[src/bcp_map.svh]
`ifndef BCP_MAP_SVH
`define BCP_MAP_SVH

// Register byte offsets on the bus.
`define BCP_OFS_CTRL    8'h00
`define BCP_OFS_STATE   8'h04
`define BCP_OFS_DUTY    8'h08
`define BCP_OFS_MFUNC   8'h0c
`define BCP_OFS_UPDATE  8'h10
`define BCP_OFS_STATUS  8'h14
`define BCP_OFS_CMP1    8'h18
`define BCP_OFS_CMP2    8'h1c
`define BCP_OFS_CMP3    8'h20
`define BCP_OFS_PERIOD  8'h24

// Field positions.
`define BCP_CTRL_INIT_BIT  0
`define BCP_UPD_REQ_BIT    0
`define BCP_STAT_PEND_BIT  15

// Reset values.
`define BCP_STATE_RST  3'h0
`define BCP_Q15_RST    16'h0000
`define BCP_MFUNC_RST  16'h7fff

// Action control words, two bits for each gate output, output 1 lowest.
`define BCP_ACTION_CONTROL_WORD_S0   12'h0c2
`define BCP_ACTION_CONTROL_WORD_S1   12'hc02
`define BCP_ACTION_CONTROL_WORD_S2   12'hc20
`define BCP_ACTION_CONTROL_WORD_S3   12'h02c
`define BCP_ACTION_CONTROL_WORD_S4   12'h20c
`define BCP_ACTION_CONTROL_WORD_S5   12'h2c0
`define BCP_ACTION_CONTROL_WORD_OFF  12'h000

// Action field codes.
`define BCP_ACT_LOW   2'h0
`define BCP_ACT_ALO   2'h1
`define BCP_ACT_AHI   2'h2
`define BCP_ACT_HIGH  2'h3

// Timing: clock rate and switching frequency in hertz.
`define BCP_SYS_CLK_HZ   125000000
`define BCP_PWM_FREQ_HZ  20000
`define BCP_PERIOD_CYC   (`BCP_SYS_CLK_HZ / `BCP_PWM_FREQ_HZ)

`endif

[src/bcp_pkg.sv]
package bcp_pkg;
   typedef logic [11:0] bcp_action_control_word_t;
   typedef logic [15:0] bcp_q15_t;
   typedef enum logic [0:0] {BCP_UNINIT, BCP_RUN} bcp_mode_t;
endpackage : bcp_pkg

[src/bcp_commutation_pwm.sv]
`timescale 1ns/1ns
`include "bcp_map.svh"
// Functional notes
// Index zero to five selects switching state.
// Duty is Q15, host keeps it positive.
// Q15 modulation input scales the period.
// Period constant defaults to twenty kilohertz.
// Six full-compare gate outputs, one per switch.
// Two phases energised, third left unpowered.
// Exactly two gates active, four off.
// Upper switch modulated, lower switch fully on.
// Index 0: switch 1 PWM, 4 on.
// Index 1: switch 1 PWM, 6 on.
// Index 2: switch 3 PWM, 6 on.
// Index 3: switch 3 PWM, 2 on.
// Index 4: switch 5 PWM, 2 on.
// Index 5: switch 5 PWM, 4 on.
// Host initialises before any update.
// Update request loads compare and action settings.
// Compare equals duty times active period.
// Three compare channels feed six outputs.
module bcp_commutation_pwm #(
   parameter int PERIOD_CYC = `BCP_PERIOD_CYC
) (
   // Clock and reset.
   input  wire logic        sys_clk,
   input  wire logic        resetn,
   // AHB-Lite slave.
   input  wire logic        hsel,
   input  wire logic [7:0]  haddr,
   input  wire logic [1:0]  htrans,
   input  wire logic        hwrite,
   input  wire logic [2:0]  hsize,
   input  wire logic [31:0] hwdata,
   input  wire logic        hready,
   output logic             hreadyout,
   output logic             hresp,
   output logic [31:0]      hrdata,
   // Inverter gate drives, index 0 is switch 1.
   output logic [5:0]       gate_output_n
);

   if (PERIOD_CYC < 2 || PERIOD_CYC > 65535) begin : g_chk
      $error("PERIOD_CYC must lie between 2 and 65535");
   end

   localparam logic [15:0] PER16 = 16'(PERIOD_CYC);

   // Bus state.
   logic                      wr_q, rd_q, rdy_q;
   logic [7:0]                addr_q;
   logic [31:0]               rdata_q;
   // Software registers.
   logic                      init_q;
   logic [2:0]                idx_q;
   bcp_pkg::bcp_q15_t         duty_q, mfunc_q;
   logic                      upd;
   // Shadow and active settings.
   logic                      pend_q;
   bcp_pkg::bcp_action_control_word_t        sh_action_control_word_q, action_control_word_q;
   logic [15:0]               sh_act_q, act_q, sh_cmp_q;
   logic [15:0]               cmp_q [3];
   logic [2:0]                sh_idx_q, cur_idx_q;
   logic [15:0]               cnt_q;
   logic [5:0]                gate_q;
   bcp_pkg::bcp_mode_t        mode_q;
   // Combinational values.
   logic                      addr_ph, wrap, load;
   logic [31:0]               per_prod, cmp_prod;
   logic [15:0]               act_calc, cmp_calc, duty_pos;
   bcp_pkg::bcp_action_control_word_t        action_control_word_calc;
   logic [31:0]               rmux;
   logic [5:0]                gate_d;

   assign addr_ph = hsel && htrans[1] && hready;
   assign upd     = wr_q && addr_q == `BCP_OFS_UPDATE && hwdata[`BCP_UPD_REQ_BIT];

   // Address phase capture; reads take one wait state so a write just before
   // them is already visible.
   always_ff @(posedge sys_clk or negedge resetn) begin
      if (!resetn) begin
         wr_q   <= 1'b0;
         rd_q   <= 1'b0;
         rdy_q  <= 1'b1;
         addr_q <= 8'h00;
      end else begin
         wr_q <= addr_ph && hwrite;
         rd_q <= addr_ph && !hwrite;
         rdy_q <= !(addr_ph && !hwrite);
         if (addr_ph) begin
            addr_q <= {haddr[7:2], 2'b00};
         end
      end
   end

   // Read multiplexer; unmapped offsets read as zero.
   always_comb begin
      rmux = 32'h0;
      unique case (addr_q)
         `BCP_OFS_CTRL:   rmux = {31'h0, init_q};
         `BCP_OFS_STATE:  rmux = {29'h0, idx_q};
         `BCP_OFS_DUTY:   rmux = {16'h0, duty_q};
         `BCP_OFS_MFUNC:  rmux = {16'h0, mfunc_q};
         `BCP_OFS_STATUS: rmux = {16'h0, pend_q, cur_idx_q, action_control_word_q};
         `BCP_OFS_CMP1:   rmux = {16'h0, cmp_q[0]};
         `BCP_OFS_CMP2:   rmux = {16'h0, cmp_q[1]};
         `BCP_OFS_CMP3:   rmux = {16'h0, cmp_q[2]};
         `BCP_OFS_PERIOD: rmux = {16'h0, act_q};
         default:         rmux = 32'h0;
      endcase
   end

   // Read data is registered in the wait-state cycle.
   always_ff @(posedge sys_clk or negedge resetn) begin
      if (!resetn) begin
         rdata_q <= 32'h0;
      end else if (rd_q) begin
         rdata_q <= rmux;
      end
   end

   // Software-written registers take hwdata in the data phase.
   always_ff @(posedge sys_clk or negedge resetn) begin
      if (!resetn) begin
         init_q  <= 1'b0;
         idx_q   <= `BCP_STATE_RST;
         duty_q  <= `BCP_Q15_RST;
         mfunc_q <= `BCP_MFUNC_RST;
      end else if (wr_q) begin
         unique case (addr_q)
            `BCP_OFS_CTRL:  init_q  <= hwdata[`BCP_CTRL_INIT_BIT];
            // index register width
            `BCP_OFS_STATE: idx_q   <= hwdata[2:0];
            `BCP_OFS_DUTY:  duty_q  <= hwdata[15:0];
            `BCP_OFS_MFUNC: mfunc_q <= hwdata[15:0];
            default: ;
         endcase
      end
   end

   // Mode follows the init bit; clearing it parks the outputs.
   always_ff @(posedge sys_clk or negedge resetn) begin
      if (!resetn) begin
         mode_q <= bcp_pkg::BCP_UNINIT;
      end else begin
         unique case (mode_q)
            bcp_pkg::BCP_UNINIT: if (init_q) mode_q <= bcp_pkg::BCP_RUN;
            bcp_pkg::BCP_RUN:    if (!init_q) mode_q <= bcp_pkg::BCP_UNINIT;
         endcase
      end
   end

   // state table lookup
   // two phases per state
   // Indexes six and seven are illegal and park every gate low.
   always_comb begin
      unique case (idx_q)
         3'd0:    action_control_word_calc = `BCP_ACTION_CONTROL_WORD_S0;
         3'd1:    action_control_word_calc = `BCP_ACTION_CONTROL_WORD_S1; // index one
         3'd2:    action_control_word_calc = `BCP_ACTION_CONTROL_WORD_S2; // index two
         3'd3:    action_control_word_calc = `BCP_ACTION_CONTROL_WORD_S3; // index three
         3'd4:    action_control_word_calc = `BCP_ACTION_CONTROL_WORD_S4; // index four
         3'd5:    action_control_word_calc = `BCP_ACTION_CONTROL_WORD_S5; // index five
         default: action_control_word_calc = `BCP_ACTION_CONTROL_WORD_OFF;
      endcase
   end

   // period scaling
   // duty times period
   // A negative duty is treated as zero rather than a huge on-time.
   always_comb begin
      per_prod = PER16 * mfunc_q;
      act_calc = (per_prod[30:15] == 16'h0) ? 16'h1 : per_prod[30:15];
      duty_pos = duty_q[15] ? 16'h0 : duty_q; // negative clamp
      cmp_prod = duty_pos * act_calc;
      cmp_calc = cmp_prod[30:15];
   end

   // updates need init
   // shadow load on request
   // A request landing on a load cycle stays pending, so none is lost.
   always_ff @(posedge sys_clk or negedge resetn) begin
      if (!resetn) begin
         pend_q    <= 1'b0;
         sh_action_control_word_q <= `BCP_ACTION_CONTROL_WORD_OFF;
         sh_act_q  <= 16'h1;
         sh_cmp_q  <= 16'h0;
         sh_idx_q  <= 3'h0;
      end else if (upd && mode_q == bcp_pkg::BCP_RUN) begin
         pend_q    <= 1'b1;
         sh_action_control_word_q <= action_control_word_calc;
         sh_act_q  <= act_calc;
         sh_cmp_q  <= cmp_calc;
         sh_idx_q  <= idx_q;
      end else if (load || mode_q != bcp_pkg::BCP_RUN) begin
         pend_q <= 1'b0;
      end
   end

   // period counter wrap
   assign wrap = cnt_q >= act_q - 16'h1;
   assign load = pend_q && wrap && mode_q == bcp_pkg::BCP_RUN;

   always_ff @(posedge sys_clk or negedge resetn) begin
      if (!resetn) begin
         cnt_q <= 16'h0;
      end else if (mode_q != bcp_pkg::BCP_RUN || wrap) begin
         cnt_q <= 16'h0;
      end else begin
         cnt_q <= cnt_q + 16'h1;
      end
   end

   // three compare channels
   // New settings take effect only at a period boundary to avoid runt pulses.
   always_ff @(posedge sys_clk or negedge resetn) begin
      if (!resetn) begin
         action_control_word_q    <= `BCP_ACTION_CONTROL_WORD_OFF;
         act_q     <= PER16;
         cur_idx_q <= 3'h0;
         for (int c = 0; c < 3; c++) begin
            cmp_q[c] <= 16'h0;
         end
      end else if (mode_q != bcp_pkg::BCP_RUN) begin
         action_control_word_q <= `BCP_ACTION_CONTROL_WORD_OFF;
      end else if (load) begin
         action_control_word_q    <= sh_action_control_word_q;
         act_q     <= sh_act_q;
         cur_idx_q <= sh_idx_q;
         for (int c = 0; c < 3; c++) begin
            cmp_q[c] <= sh_cmp_q;
         end
      end
   end

   // action field decode
   // Each pair of outputs shares one compare channel.
   always_comb begin
      for (int i = 0; i < 6; i++) begin
         unique case (action_control_word_q[2*i +: 2])
            `BCP_ACT_LOW:  gate_d[i] = 1'b0;
            `BCP_ACT_ALO:  gate_d[i] = !(cnt_q < cmp_q[i/2]);
            `BCP_ACT_AHI:  gate_d[i] = cnt_q < cmp_q[i/2];
            `BCP_ACT_HIGH: gate_d[i] = 1'b1;
         endcase
      end
   end

   // six registered gates
   always_ff @(posedge sys_clk or negedge resetn) begin
      if (!resetn) begin
         gate_q <= 6'h0;
      end else begin
         gate_q <= gate_d;
      end
   end

   assign gate_output_n = gate_q;
   assign hrdata        = rdata_q;
   assign hreadyout     = rdy_q;
   assign hresp         = 1'b0;
endmodule : bcp_commutation_pwm

[config.mk]
export PLATFORM = sky130hd
export DESIGN_NAME = bcp_commutation_pwm
export DESIGN_NICKNAME = d
export VERILOG_FILES = /design/src/bcp_pkg.sv /design/src/bcp_commutation_pwm.sv
export VERILOG_INCLUDE_DIRS = /design/src
export SDC_FILE = /design/constraint.sdc
export NUM_CORES = 1
export LEC_CHECK = 0
export BUFFER_PORTS_ARGS = -buffer_cell sky130_fd_sc_hd__buf_2
export CAP_MARGIN = 20
export CORE_ASPECT_RATIO = 0.75
export CORE_MARGIN = 1
export CORE_UTILIZATION = 46
export DETAILED_ROUTE_END_ITERATION = 12
export PLACE_DENSITY = 0.65
export SYNTH_ARGS = -nofsm -noshare
export SYNTH_HDL_FRONTEND = slang
export SYNTH_SLANG_ARGS = --single-unit
[constraint.sdc]
create_clock -name sys_clk -period 9.2 [get_ports sys_clk]
set_input_delay 1.38 -clock sys_clk [delete_from_list [all_inputs] [get_ports sys_clk]]
set_output_delay 1.38 -clock sys_clk [all_outputs]
set_load 0.02 [all_outputs]
Word-level counts from Yosys, hierarchy flattened:

Index checks and enable logic that the tools add are counted.
W data, S select, Z words.

* flip-flop bits (word level): 195
* bits of input ports: 50
* output and inout bits: 40
* word-level logic and storage cells: 107

* bitwise gates (word level): 1
* eq/ne operators: 33
* $add $sub $neg: 2
* reduce and logical (&&, ||, !) cells: 30
* order comparisons: 2
* mux-type cells: 16
* multiply operators: 2

Operators by type and width (number)
* $pmux W16 S7: 1
* $pmux W12 S6: 1
* $mul A15 B14 Y29: 1
* $mul A12 B16 Y28 const A: 1
* $eq A2 B2 Y1 const B: 12
* $eq A6 B3 Y1 const B: 4
* $mux W12: 2
* $pmux W1 S4: 6
* $add A16 B1 Y16 const B: 1
* $ge A16 B16 Y1: 1
* $lt A16 B16 Y1: 1
* $mux W16: 1
* $sub A16 B1 Y16 const B: 1
* $mux W15: 1
* $logic_not A14 Y1: 1
* $mux W14: 1
* $eq A2 B1 Y1 const B: 6
* $eq A6 B2 Y1 const B: 2
* $eq A6 B4 Y1 const B: 2
* $logic_not A2 Y1: 6
* $reduce_and A2 Y1: 5
* $logic_and A1 B1 Y1: 9
* $logic_not A8 Y1: 1
* $eq A3 B2 Y1 const B: 2
* other kinds (11): 17

Logic depth before layout (Yosys ltp):

Gate-level depths: netlist of the first run.

* depth in word-level cells: 7
* mapped depth: 42
* depth with buffers taken out: 40

Worst setup path after synthesis of the first run:

Ideal clock, no wire load.

* kind: reg2reg
* start: register mfunc_q[2]
* end: register sh_cmp_q[13]
* data arrival time: 9.735 ns
* stages on the path, launching flop included: 41
* required time: 9.075 ns
* clock period less this slack: 9.860 ns
* buffers on the path: 2
* setup time: 0.125 ns
* path slack: -0.660 ns
* cell sequence: dfstp_2 -> ha_1 -> ha_1 -> xor2_1 -> ha_1 -> a31o_2 -> fa_1 -> inv_1 -> fa_1 -> inv_1 -> ha_1 -> nand3_1 -> nor3b_2 -> a22oi_1 -> a211o_1 -> a21oi_1 -> or2_2 -> clkbuf_1 -> [... 5 more ...] -> inv_1 -> fa_1 -> fa_1 -> fa_1 -> inv_1 -> fa_1 -> inv_1 -> ha_1 -> a21o_1 -> a21o_1 -> a21oi_1 -> o21ai_0 -> a221o_1 -> o21ai_0 -> nand3_1 -> a31oi_1 -> xnor2_1 -> mux2_2

* cells in the longest elaborated chain, start to end: 4

Ends and longest elaborated chain
* start: declaration: line bcp_commutation_pwm.sv:56 `bcp_pkg::bcp_q15_t duty_q, mfunc_q;`
* start signal: assignment: line bcp_commutation_pwm.sv:128 `` mfunc_q <= `BCP_MFUNC_RST; ``
* start signal: assignment: line bcp_commutation_pwm.sv:135 `` `BCP_OFS_MFUNC: mfunc_q <= hwdata[15:0]; ``
* $mul A12 B16 Y28 *: line bcp_commutation_pwm.sv:172 `per_prod = PER16 * mfunc_q;`
* $logic_not A14 Y1: line bcp_commutation_pwm.sv:173 `act_calc = (per_prod[30:15] == 16'h0) ? 16'h1 : per_prod[30:15];`
* $mux W14 *: line bcp_commutation_pwm.sv:173
* $mul A15 B14 Y29 *: line bcp_commutation_pwm.sv:175 `cmp_prod = duty_pos * act_calc;`
* end signal: assignment: line bcp_commutation_pwm.sv:193 `sh_cmp_q <= cmp_calc;`
* end: declaration: line bcp_commutation_pwm.sv:61 `logic [15:0] sh_act_q, act_q, sh_cmp_q;`

Mark *: on every way between the ends. The rest lies on a longest branch, timed or not.
A chain may end at the register's enable or synchronous reset.

Worst setup path in the final report of the first run:

Same ends and word-level chain as after synthesis.

==> out/results.env, run 1 <==
SYNTH_TOP_CELLS_BY_AREA='fa_1, dfrtp_1, ha_1'
NUM_VIAS=13740
WHS_ENDPOINT='mode_q'
CRIT_FAMILY='adder cells'
TIMING.FINAL.HOLD_VIOLATIONS=0
CTS_MADE_BUFFERS=17
DESIGN.DIE.AREA_MM2=0.03944
PATH_MAX_FANOUT=6
SYNTH_ASYNC_SR_FLOP_SHARE_PCT=100.0
NUMBER_OF_BUFFER_AND_INVERTER_INSTANCES_ALONG_THE_WORST_SETUP_PATH=7
PLACE_WS_NS=-0.9347
CTS_MAX_LEVEL=4
DRC=0
CTS-HOLD-FIX-BUFFERS=0
CPMAXSTAGEDELAYCELL='dfstp_2'
GRT_OVERFLOW=0
VIOLATIONS='setup timing'
GRT_START_MAX_NET_PINS=81
INITIAL_ANTENNA_VIOLATION_COUNT=0
CORE-AREA_MM2=0.03755
FINAL-SETUP-VIOL-COUNT=14
WORSTHOLDPATHCELLS=0
TIMING.RR.START='mfunc_q[2]'
CLOCK-SINKS=159
R2R_SETUP_SLACK_NS=-0.69
YS_TOP_CELLS_BY_COUNT='inv_1, ha_1, nand2_1, fa_1, nor2_1'
SYNTH.YOSYS.SEQ_AREA_SHARE_PCT=22.55
FINAL_CRITICAL_PATH_SETUP_SLACK_NS=-0.6861
FINALCRITPERIODSHARE_PCT=107.5
CHIPHEIGHT_UM=172.2
GLOBAL_ROUTE_WIRE_LENGTH_BEFORE_REPAIR_UM=76760
REGTOREGENDPOINT='sh_cmp_q[13]'
COUNT_OF_MAPPED_CELLS_OUT_OF_SYNTHESIS=1840
IO_PINS=90
FIN_NETS=2538
POST-SYNTH-TOP-COUNT-CELL='inv_1'
GRT_USE_TOTAL_PCT=25.16
SYNTH_EDF_COUNT=0
DRT_PRE_ANTENNA_ITERS=6
INITIAL_CORE_UTIL_PCT=47.34
MAXCAPVIOLATIONS=0
MAX-SLEW-MARGIN-REL_PCT=34.81
TIMING.CRITICAL_PATH.REQUIRED_NS=9.51
CP_SLOWEST_STAGE_DELAY_NS=0.68
MIN-DELAY-PATH-CLASS='flip-flop to flip-flop'
CRITICAL_PATH_ARRIVAL_NS=10.20
CHIPWIDTH_UM=229.0
TRITONCTS='done'
TIMING.CRITICAL_PATH.MODE_CELL='fa_1'
POSTROUTEANTENNANETS=0
GRT_PASS1_VIAS=14203
CTS_BUFFER_DEPTH=2
SYNTH_FF_TYPE='dfrtp_1'
OUTCOME='complete, but fails checks'
WIRELENGTH_UM=47520
POSTSYNTHAREAPERCELL_UM2=9.661
POST_DRT_VIA_CELL_RATIO=5.305
SYNTH_AREA_LEADER_CELL='fa_1'
CLK_PIN_SLEW_NS=0.06
CLOCK-ROOT-BUFFER='clkbuf_16'
FMAX_MHz=101.2
STARTPOINT_TYPE_OF_THE_WORST_SETUP_PATH='flip-flop'
TIGHTEST_SLEW_NS=0.9779
SETUP_TNS_NS=-6.707
PORT-BUFFER-COUNT=50
SYNTH_TOP_AREA_SHARE_PCT=21.29
PERIOD_MINUS_SLACK_NS=9.886
DETAILEDPLACEMENTHPWL_UM=39120
CRITICAL_PATH_CLASS='flip-flop to flip-flop'
FP-ROW-COUNT=61
SETUP.WORST_PATH.END_CLASS='flip-flop'
HOLD_START='init_q'
DRV_SLEW=0
YS_FF_LATCH=159
INITIALDRTVIOLATIONCOUNT=1047
SYN-CELL-AREA_MM2=0.01778
FINAL_LAYOUT_SIZE_SUFFIX_GT1_SHARE_PCT=26.85
FIN_WORST_SKEW_NS=0.01061
ROUTE.DETAILED.WL_PER_INST_UM=18.35
SYN2LAYOUT_AREA_GROWTH_PCT=22.09
GP_ROUTABILITY_CONGESTION=0.9012
DIODES=0
SYNTH_WARNINGS=0
WORSTSKEWPAIRLATENCY_NS=0.43
POST_SYNTH_NUM_CELL_TYPES=81
GRT_SETUP_UNREPAIRED='yes'
WORST-R2R-CELL-COUNT=38
## timing repair
action                                 4_1_cts  5_1_grt
resized for setup                           53       81
buffers inserted                            12       17
pin swaps                                   21       76
endpoints found under the hold margin        0        0
setup endpoints to repair                   14       14
## final cells by class
| type | count | area, um^2 |
|---|---|---|
| clock buffer | 20 | 446.7 |
| clock inverter | 12 | 185.2 |
| fill | 3268 | 15850 |
| inverter | 302 | 1134 |
| multi-input combinational | 1314 | 13230 |
| sequential | 159 | 4008 |
| tap | 504 | 630.6 |
| timing repair buffer | 279 | 2072 |
## layer usage
layer	share of wire [%]	GRT usage [%]
met2	44	38.81
met4	1.9	6.493
met5	0	0
met1	47	36.56
met3	6.4	4.337
## worst register-to-register path, delay by kind of cell (launching register included)
family,cells,cell delay (ns)
XOR/XNOR,3,0.43
AND/OR/NAND/NOR,5,0.55
adder cells (fa/ha/maj),12,5.14
flip-flops,1,0.68
multiplexers,1,0.27
buffers and inverters,7,0.59
AO/OA/AOI/OAI,10,2.13
## stage by stage
| stage | hold WS (ns) | cells | utilization (%) | instance area (um^2) |
|---|---|---|---|---|
| 2_1_floorplan | 0.3686 | 1856 | - | 18100 |
| 3_3_place_gp | 0.3796 | 2531 | 53.68 | 20160 |
| 3_5_place_dp | 0.3922 | 2532 | 53.70 | 20160 |
| 4_1_cts | 0.4034 | 2576 | 56.50 | 21220 |
| 5_1_grt | 0.4280 | 2590 | 57.79 | 21700 |
| 6_report | 0.4046 | 2590 | 57.79 | 21700 |
## cells in the final DEF (no fill, tap or decap), types with 27 or more instances in the layout
| cell type | instances |
|---|---|
| mux2_2 | 49 |
| buf_4 | 216 |
| ha_1 | 198 |
| o21ai_0 | 27 |
| mux2_4 | 32 |
| inv_1 | 291 |
| dfrtp_1 | 136 |
| fa_1 | 184 |
| a21o_1 | 37 |
| buf_2 | 49 |
| nor2_1 | 142 |
| nand2_1 | 197 |
## flip-flops by register name, indices dropped and copies added, names as in the netlist, 3 cells and up
| register | count |
|---|---|
| act_q | 14 |
| action_control_word_q | 6 |
| addr_q | 6 |
| cmp_q | 14 |
| cnt_q | 16 |
| cur_idx_q | 3 |
| duty_q | 16 |
| gate_output_n | 6 |
| hrdata | 16 |
| idx_q | 3 |
| mfunc_q | 16 |
| sh_act_q | 14 |
| sh_action_control_word_q | 6 |
| sh_cmp_q | 14 |
| sh_idx_q | 3 |
## kinds of logic (layout without fill, tap and decap cells)
family                     after synthesis  after routing  share of synthesized area (%)
and+or+nand+nor                        502            502                          12.68
other                                    1             17                        0.02110
xor gates and xnor gates                66             66                          3.400
buffers and inverters                  383            613                          8.601
DFF                                    159            159                          22.55
muxes                                   90             90                          6.293
adders and majority gates              415            415                          37.19
AOI/OAI and AO/OA                      224            224                          9.263
## worst max-delay path by stage
stage / startpoint / slack, ns / depth (start not counted) / end
floorplan: mfunc_q[2] / -0.14 / 38 / sh_cmp_q[13]
global placement: mfunc_q[8] / -0.81 / 38 / sh_cmp_q[13]
detailed placement: mfunc_q[8] / -0.93 / 38 / sh_cmp_q[13]
CTS: mfunc_q[2] / -0.62 / 38 / sh_cmp_q[8]
global route: mfunc_q[2] / -1.06 / 36 / sh_cmp_q[13]
finish: mfunc_q[2] / -0.69 / 38 / sh_cmp_q[13]
Power of run 1 is left out: the tool's default activity adds up to more than one toggle a clock period on the data nets, which glitch-free logic cannot reach.
==> run 2: changes to the inputs <==
Settings changed: SETUP_SLACK_MARGIN from default to 0.2.
==> run 2 against run 1 <==
  * Critical path depth is 3 lower
  * Clock skew is essentially flat
  * Largest cell class unchanged
  * Register-to-register slack hardly changed
  * Clock-buffer cell count grew 1
  * Critical path type unchanged
  * Non-clock buffer count is 7 higher
  * Die area is the same
  * Critical endpoint unchanged
  * Highest routed layer unchanged
  * Cell count increased by 0.27%
  * Global-route usage increased by 0.13 points
  * The flow still finishes with violations (setup timing)
==> out/results.env, run 2 (synthesis gave the netlist of run 1 again) <==
OUTCOME='complete, but fails checks'  # unchanged
VIOLATIONS='setup timing'  # unchanged
TIGHTEST_SLEW_NS=1.118  # was 0.9779 ns
CTS_MADE_BUFFERS=17  # unchanged
FIN_WORST_SKEW_NS=0.01043  # was 0.01061 ns
GRT_SETUP_UNREPAIRED='yes'  # unchanged
INITIAL_ANTENNA_VIOLATION_COUNT=0  # unchanged
LAYOUT_COMMONEST_CELL='inv_1'  # unchanged
R2R_SETUP_SLACK_NS=-0.68  # was -0.69 ns
GRT_START_MAX_NET_PINS=86  # was 81
WHS_ENDPOINT='mode_q'  # unchanged
FINAL_CRITICAL_PATH_SETUP_SLACK_NS=-0.6817  # was -0.6861 ns
DETAILEDPLACEMENTHPWL_UM=39300  # was 39,120 um
CRITICAL_PATH_CLASS='flip-flop to flip-flop'  # unchanged
WORSTHOLDPATHCELLS=0  # unchanged
FINAL-SETUP-VIOL-COUNT=14  # unchanged
CP_SLOWEST_STAGE_DELAY_NS=0.67  # was 0.68 ns
DESIGN.DIE.AREA_MM2=0.03944  # unchanged
TIMING.CRITICAL_PATH.MODE_CELL='fa_1'  # unchanged
GLOBAL_ROUTE_WIRE_LENGTH_BEFORE_REPAIR_UM=77350  # was 76,760 um
STARTPOINT_TYPE_OF_THE_WORST_SETUP_PATH='flip-flop'  # unchanged
MAX-SLEW-MARGIN-REL_PCT=25.31  # was 34.81%
DPL_CELL_AREA_MM2=0.02021  # was 0.02016 mm^2
ROUTE.DETAILED.WL_PER_INST_UM=18.51  # was 18.35 um
WORSTSKEWPAIRLATENCY_NS=0.43  # about the same
POST_DRT_VIA_CELL_RATIO=5.358  # was 5.305
DRC=0  # unchanged
FINAL_LAYOUT_SIZE_SUFFIX_GT1_SHARE_PCT=26.90  # was 26.85%
REGTOREGENDPOINT='sh_cmp_q[13]'  # unchanged
NUM_VIAS=13915  # was 13,740
CLOCK-SINKS=159  # unchanged
FINALCRITPERIODSHARE_PCT=107.4  # was 107.5%
MIN-DELAY-PATH-CLASS='flip-flop to flip-flop'  # unchanged
MOST-COMMON-LAYOUT-CELLS='inv_1, buf_4, ha_1, nand2_1, fa_1'  # unchanged
DRV_SLEW=0  # unchanged
WORST-R2R-CELL-COUNT=35  # was 38
MULTI_INPUT_COMB_AREA_MM2=0.01313  # was 0.01323 mm^2
GRT_USE_TOTAL_PCT=25.28  # was 25.16%
FIN_NETS=2545  # was 2,538
CTS_BUFFER_DEPTH=2  # unchanged
GRT_PASS1_VIAS=14395  # was 14,203
FP-ROW-COUNT=61  # unchanged
FF_LATCH_AREA_MM2=0.004008  # unchanged
DIODES=0  # unchanged
CRITICAL_PATH_ARRIVAL_NS=10.20  # about the same
CLOCK-ROOT-BUFFER='clkbuf_16'  # unchanged
CLK_PIN_SLEW_NS=0.07  # was 0.06 ns
PERIOD_MINUS_SLACK_NS=9.882  # was 9.886 ns
TIMING.CRITICAL_PATH.REQUIRED_NS=9.52  # was 9.51 ns
TRITONCTS='done'  # unchanged
HOLD_START='init_q'  # unchanged
POSTLAYOUTCELLAREA_MM2=0.02165  # was 0.02170 mm^2
DRT_PRE_ANTENNA_ITERS=5  # was 6
TIMING.FINAL.HOLD_VIOLATIONS=0  # unchanged
INITIALDRTVIOLATIONCOUNT=1060  # was 1,047
MAXCAPVIOLATIONS=0  # unchanged
CTS_MAX_LEVEL=4  # unchanged
PLACE_WS_NS=-0.9134  # was -0.9347 ns
SETUP.WORST_PATH.END_CLASS='flip-flop'  # unchanged
PATH_MAX_FANOUT=6  # unchanged
CTS-HOLD-FIX-BUFFERS=0  # unchanged
CPMAXSTAGEDELAYCELL='dfstp_2'  # unchanged
INITIAL_CORE_UTIL_PCT=47.34  # unchanged
FILLER_CELL_COUNT=3264  # was 3,268
TIMING.RR.START='mfunc_q[2]'  # unchanged
CHIPWIDTH_UM=229.0  # unchanged
SYN2LAYOUT_AREA_GROWTH_PCT=21.77  # was 22.09%
IO_PINS=90  # unchanged
POSTROUTEANTENNANETS=0  # unchanged
WIRELENGTH_UM=48060  # was 47,520 um
FMAX_MHz=101.2  # about the same
CHIPHEIGHT_UM=172.2  # unchanged
PORT-BUFFER-COUNT=50  # unchanged
GRT_OVERFLOW=0  # unchanged
SETUP_TNS_NS=-6.624  # was -6.707 ns
CORE-AREA_MM2=0.03755  # unchanged
GP_ROUTABILITY_CONGESTION=0.9064  # was 0.9012
## run 2: cell types whose count changed in the layout (fill, tap and decap cells not counted), sizes merged
| cell | previous run | this run |
|---|---|---|
| clkinv | 6 | 3 |
| inv | 303 | 305 |
| bufinv | 4 | 3 |
| clkinvlp | 1 | 2 |
| clkbuf | 20 | 23 |
| buf | 279 | 284 |
## run 2: stage by stage
| step | util (%) | hold slack, ns | std cells |
|---|---|---|---|
| 2_1_floorplan | - | 0.3686 | 1856 |
| 3_5_place_dp | 53.81 | 0.3880 | 2539 |
| 4_1_cts | 56.16 | 0.4030 | 2580 |
| 3_3_place_gp | 53.79 | 0.3781 | 2538 |
| 6_report | 57.64 | 0.4011 | 2597 |
| 5_1_grt | 57.64 | 0.4123 | 2597 |
## run 2: worst max path at each step
stage | from | end | slack [ns] | cells after the start
6_report | mfunc_q[2] | sh_cmp_q[13] | -0.68 | 35
5_1_grt | mfunc_q[2] | sh_cmp_q[13] | -1.01 | 38
4_1_cts | mfunc_q[2] | sh_cmp_q[13] | -0.67 | 37
3_5_place_dp | mfunc_q[2] | sh_cmp_q[13] | -0.91 | 34
3_3_place_gp | mfunc_q[9] | sh_cmp_q[13] | -0.84 | 33
2_1_floorplan | mfunc_q[2] | sh_cmp_q[13] | -0.14 | 38
## run 2: final cells by class
type	count	area share, %
multi-input combinational	1314	60.65
sequential	159	18.51
timing repair buffer	286	9.803
inverter	302	5.237
tap	504	2.913
clock buffer	21	2.173
clock inverter	11	0.7110
## run 2: metal layers
layer / track usage [%] / vias to the layer above / part of all wire (%)
li1: - / 6451 / -
met1: 36.18 / 7003 / 47
met2: 40.41 / 420 / 45
met3: 4.485 / 41 / 6.8
met4: 4.696 / 0 / 1.3
met5: 0 / - / 0
## run 2: timing repair
item                                    in CTS  in global routing
gates resized for setup                     35                 83
pin swaps                                   15                 46
gates cloned                                 0                  2
setup buffers                                9                 15
endpoints found under the setup margin      14                 14
## run 2: critical path, delay by kind of cell, from the launching register on
kind / cells / cell delay (ns)
compound gates: 12 / 2.53
xor+xnor: 3 / 0.43
fa+ha+maj: 12 / 5.14
buf+inv: 4 / 0.35
flops: 1 / 0.67
mux: 1 / 0.26
simple gates: 3 / 0.39
Power of run 2 is left out for the same reason.
